--- src/verilog/rsm_pkg.sv ---
// Package: register map, field layout, reset values and timing constants
`default_nettype none
package rsm_pkg;
   // Clock
   localparam int unsigned CLK_HZ = 10_000_000;

   // Register indices (printed offsets are not all multiples of four), shifted left by two into byte addresses
   localparam logic [7:0] IDX_RST_TIMING  = 8'h48;
   localparam logic [7:0] IDX_FORCE_SHDN  = 8'h49;
   localparam logic [7:0] IDX_INPUT_LIMIT = 8'h51;
   localparam logic [7:0] IDX_ADAPTER_CFG = 8'h69;
   localparam logic [7:0] IDX_PWR_STATUS  = 8'h6f;
   localparam logic [7:0] IDX_IRQ_STATUS  = 8'h70;
   localparam logic [7:0] IDX_IRQ_MASK    = 8'h71;
   localparam logic [7:0] IDX_CRIT_STATUS = 8'h72;
   localparam logic [11:0] ADDR_RST_TIMING  = {2'h0, IDX_RST_TIMING, 2'h0};
   localparam logic [11:0] ADDR_FORCE_SHDN  = {2'h0, IDX_FORCE_SHDN, 2'h0};
   localparam logic [11:0] ADDR_INPUT_LIMIT = {2'h0, IDX_INPUT_LIMIT, 2'h0};
   localparam logic [11:0] ADDR_ADAPTER_CFG = {2'h0, IDX_ADAPTER_CFG, 2'h0};
   localparam logic [11:0] ADDR_PWR_STATUS  = {2'h0, IDX_PWR_STATUS, 2'h0};
   localparam logic [11:0] ADDR_IRQ_STATUS  = {2'h0, IDX_IRQ_STATUS, 2'h0};
   localparam logic [11:0] ADDR_IRQ_MASK    = {2'h0, IDX_IRQ_MASK, 2'h0};
   localparam logic [11:0] ADDR_CRIT_STATUS = {2'h0, IDX_CRIT_STATUS, 2'h0};

   // Reset values
   localparam logic [7:0] RST_RST_TIMING  = 8'h1c;
   localparam logic [7:0] RST_INPUT_LIMIT = 8'h05;
   localparam logic [7:0] RST_ADAPTER_CFG = 8'h0f;

   // Field positions
   localparam int unsigned POS_RST_DUR    = 3;
   localparam int unsigned POS_CRIT_EN    = 6;
   localparam int unsigned POS_IN_DB      = 4;
   localparam int unsigned POS_AD_DB      = 2;
   localparam int unsigned POS_ADAPT_STAT = 4;

   // Interrupt status bits
   localparam int unsigned IRQ_ADAPT_RISE = 0;
   localparam int unsigned IRQ_ADAPT_FALL = 1;
   localparam int unsigned IRQ_CRIT_LOW   = 2;
   localparam int unsigned IRQ_RESET_DONE = 3;

   // Times in their own units
   localparam int unsigned RTC_TICK_NS  = 30_500;
   localparam int unsigned IN_DB_US     = 10;
   localparam int unsigned AD_DB0_US    = 81;
   localparam int unsigned RST_MS [4]   = '{20, 40, 80, 200};
   localparam int unsigned AD_DB_MS [4] = '{0, 10, 20, 30};
   localparam int unsigned RTC_TICK_CYC = RTC_TICK_NS * (CLK_HZ / 1_000_000)
                                          / 1000;
   localparam int unsigned IN_DB_CYC    = IN_DB_US * (CLK_HZ / 1_000_000);
   localparam int unsigned AD_DB0_CYC   = AD_DB0_US * (CLK_HZ / 1_000_000);
   localparam int unsigned MS_CYC       = CLK_HZ / 1000;

   // Forced-reset sequencer states
   typedef enum logic [2:0] {
      RS_POR  = 3'b001,
      RS_HOLD = 3'b010,
      RS_RUN  = 3'b100
   } rsm_rst_state_t;

   // Sense configuration as one carrier
   typedef struct packed {
      logic       crit_en;
      logic [1:0] in_db_sel;
      logic [3:0] crit_th_sel;
      logic [1:0] ad_db_sel;
      logic [1:0] ad_mode;
   } rsm_cfg_t;
endpackage
`default_nettype wire

--- src/verilog/rsm_debounce.sv ---
// Stable-level debounce filter with restart on reversion
`default_nettype none
module rsm_debounce (
   input  wire logic        core_clk,
   input  wire logic        rst_n,
   input  wire logic        raw_in,
   input  wire logic [31:0] hold_cyc,
   output logic             level_r
);
   logic [31:0] cnt_r;

   // Count while the candidate differs; zero hold passes straight through
   always_ff @(posedge core_clk or negedge rst_n) begin
      if (!rst_n) begin
         cnt_r   <= 32'h0;
         level_r <= 1'b0;
      end else if (raw_in == level_r) begin
         cnt_r <= 32'h0; // Reverted: restart
      end else if (cnt_r + 32'h1 >= hold_cyc) begin
         level_r <= raw_in; // Stable for whole time
         cnt_r   <= 32'h0;
      end else begin
         cnt_r <= cnt_r + 32'h1;
      end
   end
endmodule
`default_nettype wire

--- src/verilog/rsm_rtc_tick.sv ---
// Slow real-time-clock tick generator
`default_nettype none
module rsm_rtc_tick (
   input  wire logic core_clk,
   input  wire logic rst_n,
   output logic      tick_r
);
   logic [15:0] div_r;

   // One pulse each tick period of core clocks
   always_ff @(posedge core_clk or negedge rst_n) begin
      if (!rst_n) begin
         div_r  <= 16'h0;
         tick_r <= 1'b0;
      end else if (div_r == 16'(rsm_pkg::RTC_TICK_CYC - 1)) begin
         div_r  <= 16'h0;
         tick_r <= 1'b1;
      end else begin
         div_r  <= div_r + 16'h1;
         tick_r <= 1'b0;
      end
   end
endmodule
`default_nettype wire

--- src/verilog/rsm_ctrl.sv ---
// Reset timing, forced reset and supply/adapter monitor control over APB
// Summary of operation
// - Reset hold time by 2-bit code: 20, 40, 80, 200 ms; resets to 11.
// - 3-bit reset threshold code drives comparator; resets to 100 (2.4 V).
// - Writing 1 forces emergency reset, bit self clears; 0 does nothing.
// - Input critical comparator enabled only while bit 6 is 1; reset 0.
// - Input sense debounce: none, 10 us, one tick, two ticks.
// - 4-bit critical threshold; 0000 no limit, 1xxx invalid; reset 0101.
// - Adapter debounce: 81 us, 10 ms, 20 ms, 30 ms; reset 11.
// - Slow tick of about 30.5 us times tick-based debounce periods.
// - Debounced adapter state readable at status bit 4.
`default_nettype none
module rsm_ctrl #(
   parameter int unsigned RST_MS_CYC = rsm_pkg::MS_CYC,
   parameter int unsigned AD_MS_CYC  = rsm_pkg::MS_CYC
) (
   input  wire logic        core_clk,
   input  wire logic        rst_n,
   input  wire logic        psel,
   input  wire logic        penable,
   input  wire logic        pwrite,
   input  wire logic [11:0] paddr,
   input  wire logic [31:0] pwdata,
   output logic [31:0]      prdata,
   output logic             pready,
   output logic             pslverr,
   input  wire logic        input_sense_pin,
   input  wire logic        adapter_present_input,
   output logic             sys_reset_n,
   output logic [2:0]       reset_threshold_sel,
   output logic             input_crit_comparator_en,
   output logic [3:0]       input_crit_threshold_sel,
   output logic             irq
);
   // Software registers
   logic [7:0]             rst_timing_r;
   logic [7:0]             input_limit_r;
   logic [7:0]             adapter_cfg_r;
   logic                   force_emergency_reset_r;
   logic [3:0]             irq_stat_r;
   logic [3:0]             irq_mask_r;

   rsm_pkg::rsm_cfg_t      cfg;
   rsm_pkg::rsm_rst_state_t rst_state_r;
   logic [31:0]            rst_cnt_r;

   logic                   rtc_tick;
   logic [1:0]             tick_cnt_r;
   logic                   in_tick_r;
   logic [31:0]            in_us_cnt_r;
   logic                   in_raw_r;
   logic                   in_level_r;

   logic                   adapter_present_status;
   logic                   ad_prev_r;
   logic                   crit_prev_r;
   logic                   ad_rise;
   logic                   ad_fall;

   logic                   wr_go;
   logic                   rd_go;
   logic [31:0]            ad_hold_cyc;
   logic [3:0]             ev;

   // Access takes effect in access phase; zero wait states
   assign wr_go = psel && penable && pwrite;
   assign rd_go = psel && penable && !pwrite;

   // Register index known to the map
   function automatic logic addr_hit(input logic [11:0] a);
      case (a)
         rsm_pkg::ADDR_RST_TIMING, rsm_pkg::ADDR_FORCE_SHDN,
         rsm_pkg::ADDR_INPUT_LIMIT, rsm_pkg::ADDR_ADAPTER_CFG,
         rsm_pkg::ADDR_PWR_STATUS, rsm_pkg::ADDR_IRQ_STATUS,
         rsm_pkg::ADDR_IRQ_MASK, rsm_pkg::ADDR_CRIT_STATUS: addr_hit = 1'b1;
         default: addr_hit = 1'b0;
      endcase
   endfunction

   // Millisecond figure to clock cycles
   function automatic logic [31:0] ms_cyc(input int unsigned ms,
                                          input int unsigned per_ms);
      ms_cyc = 32'(ms * per_ms);
   endfunction

   // Configuration view of the registers
   always_comb begin
      cfg.crit_en     = input_limit_r[rsm_pkg::POS_CRIT_EN];
      cfg.in_db_sel   = input_limit_r[rsm_pkg::POS_IN_DB +: 2];
      cfg.crit_th_sel = input_limit_r[3:0];
      cfg.ad_db_sel   = adapter_cfg_r[rsm_pkg::POS_AD_DB +: 2];
      cfg.ad_mode     = adapter_cfg_r[1:0];
   end

   // Reset timing register; reserved upper bits stay zero
   // Bits 7:5 are read-only
   always_ff @(posedge core_clk or negedge rst_n) begin
      if (!rst_n) begin
         rst_timing_r <= rsm_pkg::RST_RST_TIMING;
      end else if (wr_go && paddr == rsm_pkg::ADDR_RST_TIMING) begin
         rst_timing_r <= {3'h0, pwdata[4:0]};
      end
   end

   // Forced reset bit: write 1 sets, sequencer clears it
   always_ff @(posedge core_clk or negedge rst_n) begin
      if (!rst_n) begin
         force_emergency_reset_r <= 1'b0;
      end else if (wr_go && paddr == rsm_pkg::ADDR_FORCE_SHDN &&
                   pwdata[0]) begin
         force_emergency_reset_r <= 1'b1;
      end else if (rst_state_r == rsm_pkg::RS_HOLD) begin
         force_emergency_reset_r <= 1'b0; // Self clear
      end
   end

   // Input limit register, all bits writable
   // Bit 7 kept for read-back
   always_ff @(posedge core_clk or negedge rst_n) begin
      if (!rst_n) begin
         input_limit_r <= rsm_pkg::RST_INPUT_LIMIT;
      end else if (wr_go && paddr == rsm_pkg::ADDR_INPUT_LIMIT) begin
         input_limit_r <= pwdata[7:0];
      end
   end

   // Adapter configuration register
   always_ff @(posedge core_clk or negedge rst_n) begin
      if (!rst_n) begin
         adapter_cfg_r <= rsm_pkg::RST_ADAPTER_CFG;
      end else if (wr_go && paddr == rsm_pkg::ADDR_ADAPTER_CFG) begin
         adapter_cfg_r <= pwdata[7:0];
      end
   end

   // Interrupt mask register
   always_ff @(posedge core_clk or negedge rst_n) begin
      if (!rst_n) begin
         irq_mask_r <= 4'h0;
      end else if (wr_go && paddr == rsm_pkg::ADDR_IRQ_MASK) begin
         irq_mask_r <= pwdata[3:0];
      end
   end

   // Reset sequencer: hold after power-on and after a forced request
   always_ff @(posedge core_clk or negedge rst_n) begin
      if (!rst_n) begin
         rst_state_r <= rsm_pkg::RS_POR;
         rst_cnt_r   <= 32'h0;
      end else begin
         case (rst_state_r)
            rsm_pkg::RS_POR: begin
               rst_state_r <= rsm_pkg::RS_HOLD;
               rst_cnt_r   <= 32'h0;
            end
            rsm_pkg::RS_HOLD: begin
               // Duration read live, so a rewrite mid-hold takes effect
               if (rst_cnt_r + 32'h1 >= ms_cyc(
                      rsm_pkg::RST_MS[rst_timing_r[rsm_pkg::POS_RST_DUR +: 2]],
                      RST_MS_CYC)) begin
                  rst_state_r <= rsm_pkg::RS_RUN;
               end else begin
                  rst_cnt_r <= rst_cnt_r + 32'h1;
               end
            end
            rsm_pkg::RS_RUN: begin
               // Full hold after a force
               if (force_emergency_reset_r) begin
                  rst_state_r <= rsm_pkg::RS_HOLD;
                  rst_cnt_r   <= 32'h0;
               end
            end
            default: rst_state_r <= rsm_pkg::RS_POR;
         endcase
      end
   end

   // Reset pin and comparator controls, all registered
   always_ff @(posedge core_clk or negedge rst_n) begin
      if (!rst_n) begin
         sys_reset_n              <= 1'b0;
         // Register defaults
         reset_threshold_sel      <= rsm_pkg::RST_RST_TIMING[2:0];
         input_crit_comparator_en <= 1'b0;
         input_crit_threshold_sel <= rsm_pkg::RST_INPUT_LIMIT[3:0];
      end else begin
         sys_reset_n              <= (rst_state_r == rsm_pkg::RS_RUN) &&
                                     !force_emergency_reset_r;
         reset_threshold_sel      <= rst_timing_r[2:0];
         input_crit_comparator_en <= cfg.crit_en;
         // Invalid 1xxx codes fall back to no limit
         input_crit_threshold_sel <= cfg.crit_th_sel[3] ? 4'h0 :
                                     cfg.crit_th_sel;
      end
   end

   // Slow tick source
   rsm_rtc_tick u_tick (
      .core_clk (core_clk),
      .rst_n    (rst_n),
      .tick_r   (rtc_tick)
   );

   // Input sense filter: none, microsecond or tick counted, restart on revert
   always_ff @(posedge core_clk or negedge rst_n) begin
      if (!rst_n) begin
         in_raw_r    <= 1'b0;
         in_level_r  <= 1'b0;
         in_us_cnt_r <= 32'h0;
         tick_cnt_r  <= 2'h0;
         in_tick_r   <= 1'b0;
      end else begin
         // Off comparator reads as good
         in_raw_r  <= input_sense_pin && cfg.crit_en;
         in_tick_r <= rtc_tick;
         if (in_raw_r == in_level_r) begin
            in_us_cnt_r <= 32'h0;
            tick_cnt_r  <= 2'h0;
         end else begin
            case (cfg.in_db_sel)
               // No deglitch
               2'h0: in_level_r <= in_raw_r;
               2'h1: begin
                  if (in_us_cnt_r + 32'h1 >= 32'(rsm_pkg::IN_DB_CYC)) begin
                     in_level_r  <= in_raw_r;
                     in_us_cnt_r <= 32'h0;
                  end else begin
                     in_us_cnt_r <= in_us_cnt_r + 32'h1;
                  end
               end
               default: begin
                  // Counted in whole ticks first one may be short
                  if (in_tick_r) begin
                     if (tick_cnt_r + 2'h1 >= {1'b0, cfg.in_db_sel[0]} + 2'h1)
                     begin
                        in_level_r <= in_raw_r;
                        tick_cnt_r <= 2'h0;
                     end else begin
                        tick_cnt_r <= tick_cnt_r + 2'h1;
                     end
                  end
               end
            endcase
         end
      end
   end

   // Adapter hold time selection
   assign ad_hold_cyc = (cfg.ad_db_sel == 2'h0) ?
                        32'(rsm_pkg::AD_DB0_CYC) :
                        ms_cyc(rsm_pkg::AD_DB_MS[cfg.ad_db_sel], AD_MS_CYC);

   // Adapter filter
   rsm_debounce u_ad_db (
      .core_clk (core_clk),
      .rst_n    (rst_n),
      .raw_in   (adapter_present_input),
      .hold_cyc (ad_hold_cyc),
      .level_r  (adapter_present_status)
   );

   // Edge detection on filtered levels
   always_ff @(posedge core_clk or negedge rst_n) begin
      if (!rst_n) begin
         ad_prev_r   <= 1'b0;
         crit_prev_r <= 1'b0;
      end else begin
         ad_prev_r   <= adapter_present_status;
         crit_prev_r <= in_level_r;
      end
   end

   // Edge mode 00 is reserved: no events reported
   assign ad_rise = adapter_present_status && !ad_prev_r &&
                    cfg.ad_mode[0];
   assign ad_fall = !adapter_present_status && ad_prev_r &&
                    cfg.ad_mode[1];

   // One-cycle event pulses
   always_comb begin
      ev = 4'h0;
      ev[rsm_pkg::IRQ_ADAPT_RISE] = ad_rise;
      ev[rsm_pkg::IRQ_ADAPT_FALL] = ad_fall;
      ev[rsm_pkg::IRQ_CRIT_LOW]   = in_level_r && !crit_prev_r;
      ev[rsm_pkg::IRQ_RESET_DONE] = (rst_state_r == rsm_pkg::RS_HOLD) &&
                                    (rst_cnt_r == 32'h0);
   end

   // Sticky status; read clears, but a same-cycle event wins
   always_ff @(posedge core_clk or negedge rst_n) begin
      if (!rst_n) begin
         irq_stat_r <= 4'h0;
      end else if (rd_go && paddr == rsm_pkg::ADDR_IRQ_STATUS) begin
         irq_stat_r <= ev;
      end else begin
         irq_stat_r <= irq_stat_r | ev;
      end
   end

   // Level interrupt from any unmasked sticky bit
   // Registered: no decode glitch on irq
   always_ff @(posedge core_clk or negedge rst_n) begin
      if (!rst_n) begin
         irq <= 1'b0;
      end else begin
         irq <= |(irq_stat_r & irq_mask_r);
      end
   end

   // APB read mux and error answer; always zero-wait
   always_ff @(posedge core_clk or negedge rst_n) begin
      if (!rst_n) begin
         prdata  <= 32'h0;
         pready  <= 1'b0;
         pslverr <= 1'b0;
      end else begin
         // Set in setup, stands in access
         pready  <= psel && !penable;
         // Unmapped: error, zero data
         pslverr <= psel && !penable && !addr_hit(paddr);
         prdata  <= 32'h0;
         if (psel && !penable && !pwrite) begin
            case (paddr)
               rsm_pkg::ADDR_RST_TIMING:  prdata <= {24'h0, rst_timing_r};
               rsm_pkg::ADDR_FORCE_SHDN:
                  prdata <= {31'h0, force_emergency_reset_r};
               rsm_pkg::ADDR_INPUT_LIMIT: prdata <= {24'h0, input_limit_r};
               rsm_pkg::ADDR_ADAPTER_CFG: prdata <= {24'h0, adapter_cfg_r};
               rsm_pkg::ADDR_PWR_STATUS:
                  prdata <= {27'h0, adapter_present_status, 4'h0};
               rsm_pkg::ADDR_IRQ_STATUS:  prdata <= {28'h0, irq_stat_r};
               rsm_pkg::ADDR_IRQ_MASK:    prdata <= {28'h0, irq_mask_r};
               rsm_pkg::ADDR_CRIT_STATUS: prdata <= {31'h0, in_level_r};
               default:                   prdata <= 32'h0;
            endcase
         end
      end
   end
endmodule
`default_nettype wire

--- config.mk ---
export PLATFORM = sky130hd
export DESIGN_NAME = rsm_ctrl
export DESIGN_NICKNAME = d
export VERILOG_FILES = /design/src/verilog/rsm_pkg.sv /design/src/verilog/rsm_debounce.sv /design/src/verilog/rsm_rtc_tick.sv /design/src/verilog/rsm_ctrl.sv
export SDC_FILE = /design/constraint.sdc
export NUM_CORES = 1
export LEC_CHECK = 0
export BUFFER_PORTS_ARGS = -buffer_cell sky130_fd_sc_hd__buf_4
export CAP_MARGIN = 30
export CORE_ASPECT_RATIO = 0.5
export CORE_MARGIN = 2
export CORE_UTILIZATION = 55
export DETAILED_ROUTE_END_ITERATION = 10
export HOLD_SLACK_MARGIN = 0.12
export PLACE_DENSITY = 0.77
export SLEW_MARGIN = 20
export SYNTH_ARGS = -nofsm -noshare
export SYNTH_HDL_FRONTEND = slang
export SYNTH_HIERARCHICAL = 1
export SYNTH_SLANG_ARGS = --single-unit
--- constraint.sdc ---
create_clock -name core_clk -period 4.3 [get_ports core_clk]
set_input_delay 0.86 -clock core_clk [delete_from_list [all_inputs] [get_ports core_clk]]
set_output_delay 0.86 -clock core_clk [all_outputs]
set_load 0.01 [all_outputs]
==> run metrics <==
Final WS setup=0.134 ns; Tcrit/Tclk final=96.9%; GRT overflow=0; number of detailed-route iterations in the first pass=5; Rows=36; Final Util=64.4%; via count=8798; Die ar.=0.0212 mm2; cell count after synthesis=1129; DRC=0; vias in the first global route=8734; leading cell types in the layout, fill and taps excluded=dfrtp_1, nand2_1, inv_1, ha_1, buf_4; ys async rst share=100%; Syn Area/Cell=9.75 um2; CP max-delay cell=dfstp_2; fill count=1504; sequential power share=49.5%; total track usage=23.8%; grt met2 use=41.7%; RSZ-0062 raised after global routing=yes; HPWL Detailed=17400 um; Area Growth Syn to Fin=14.4%; placed cell area=0.0117 mm2; Yosys warnings=6; CTS tree=built; initial core utilization=56.3%; status=finished, final reports clean; critical path class=register to register; Internal=2.50 mW; number of routed nets with antenna violations=0; GR peak layer=met2; met1 GRT Util=30.0%; CP max stage delay=0.63 ns; crit path DAT=4.49 ns; initial antenna violation count=0; Max Freq=0.240 GHz; Die Height=104 um; CTS sink count=173; CP Cell Sequence=clkinv_4 > ha_4 > xor2_1 > nor2_1 > ha_1 > a21oi_2 > o2111ai_2 > o21ai_2 > xor2_2 > ha_1 > nand2_1 > o21ai_1 > nor4_1 > a21oi_1 > o211ai_1 > nor3b_4 > o21ai_2 > buf_6 > buf_8 > a32o_1; CTS buffer count=17; crit end category=register; GPL Wtd Cong=0.912; max_cap viols=0; flops & latches, synth=173; most common cell after layout, fill and taps aside=dfrtp_1; Sw Share=24.2%; IO Pins=95; CP Data Required Time=4.63 ns; width of the die=204 um; ANT cells=0; P_leak=5.80 nW; Post-CTS Hold Fix Bufs=0; PwrDens=262 mW/mm2; Post-synth EDFFs=0; Max VDD drop=226 uV; Tmin final=4.17 ns; Net count, final=1347; H-tree lvl count=4; clock group share of total power=46.9%; crit-path max FO=12; average wire per standard cell=16.5 um; final wirelength=24600 um; Comb power frac=3.6%; Clock transition at path regs=0.07 ns; drt initial violations=511; Worst Tran Pin Value=0.783 ns; port bufs=45; nature of the critical path startpoint=register; Core Region=0.0195 mm2; hold slack=0.242 ns; Mapped Area=0.0110 mm2; endpoints failing setup=0; Max-slew headroom=47.4%; vias per cell=5.90; largest net degree at the start of global routing=98; Top FF cell, synth=dfrtp_1; hold crit path type=input port to asynchronous set/reset pin; Seq/Total Area, Yosys=39.5%; post-route design area=0.0126 mm2; Distinct cells, synth=79; layout cells sized above 1=18.8%; Max Root-Sink Buffers=2; final setup skew=0.00882 ns; Clock Latency Late Sink=0.44 ns; met3 Use GR=4.79%; first-pass GRT wire length=41400 um; Sw Pwr=0.798 mW; setup slack at placement=-0.0179 ns; fin. max-slew vios=0; final hold violations=0; Root Buffer=clkbuf_16
## layout make-up
type | instances | area, um2 | share of cell area (%)
well taps | 266 | 333 | 2.64
clock inverters | 14 | 144 | 1.14
inverters | 77 | 294 | 2.33
flip-flops and latches | 173 | 4350 | 34.5
multi-input cells | 862 | 6360 | 50.5
clock buffers | 18 | 439 | 3.49
repair buffers | 81 | 678 | 5.38
## critical path: cells and delay by family, from the launching register on
family,cells,cell delay (ns)
flops,1,0.63
fa+ha+maj,3,0.81
buf+inv,3,0.39
compound gates,8,1.09
xor+xnor,2,0.38
simple gates,4,0.75
## power groups by stage
stage | combinational, mW | clock (mW) | sequential [mW]
floorplan | 0.0610 | 0 | 1.67
global placement | 0.111 | 0 | 1.67
detailed placement | 0.116 | 0 | 1.67
CTS | 0.117 | 1.57 | 1.63
global route | 0.137 | 1.65 | 1.63
finish | 0.119 | 1.55 | 1.63
## repair_timing
item	in CTS	in global routing
gates cloned	2	0
pin swaps	2	23
setup buffers	2	4
resized for setup	6	45
setup endpoints to repair	19	67
## final timing paths
check / startpoint / endpoint / slack [ns] / cells after the start
hold / removal: rst_n / in_us_cnt_r[19] / 0.24 / 1
setup reg to reg: rst_timing_r[3] / rst_cnt_r[1] / 0.13 / 20
max in group asynchronous: rst_n / input_crit_threshold_sel[0] / 2.97 / 3
hold reg to reg: u_tick/tick_r / in_tick_r / 0.37 / 0
setup / recovery: rst_timing_r[3] / rst_cnt_r[1] / 0.13 / 20
min in group core_clk: u_tick/tick_r / in_tick_r / 0.37 / 0
## sequential cells by signal, summed over array words and instances (netlist names), 4 cells and up
signal,cells
in_us_cnt_r,32
rst_cnt_r,32
u_ad_db/cnt_r,32
u_tick/div_r,16
adapter_cfg_r,8
input_limit_r,8
prdata,8
rst_timing_r,5
irq_mask_r,4
irq_stat_r,4
## cells in the mapped netlist, drive strengths merged, types with 39 or more instances
| cell type | n | area share (%) |
|---|---|---|
| inv | 77 | 2.6 |
| xnor2 | 40 | 3.2 |
| dfrtp | 160 | 36 |
| nor3b | 41 | 3.4 |
| nand3 | 48 | 2.2 |
| and2 | 42 | 2.4 |
| nor2 | 53 | 1.8 |
| a21oi | 42 | 1.9 |
| buf | 39 | 2.6 |
| ha | 84 | 9.5 |
| nand2 | 95 | 3.2 |
| nand4 | 43 | 3.0 |
## layer usage
metal	wire [um]	vias to the layer above
li1	-	4170
met3	1110	33
met4	297	0
met1	10600	4378
met2	12600	217
met5	0	-
## logic make-up (layout without fill, tap and decap cells)
family          count (synthesis)  count (layout)  synth area share [%]
simple gates                  469             469                  25.5
fa+ha+maj                      84              84                  9.54
flops                         173             173                  39.5
compound gates                167             167                  10.9
mux                            29              29                  2.95
xor+xnor                       73              73                  5.81
buf+inv                       133             190                  5.84
other cells                     1              40                0.0341
## stage by stage
step / power, mW / cells / setup TNS [ns]
6_report: 3.30 / 1491 / 0
2_1_floorplan: 1.73 / 1168 / 0
3_5_place_dp: 1.78 / 1450 / -0.0552
3_3_place_gp: 1.78 / 1450 / 0
4_1_cts: 3.32 / 1486 / 0
5_1_grt: 3.42 / 1491 / -3.63
Power figures use the tool's default switching activity.
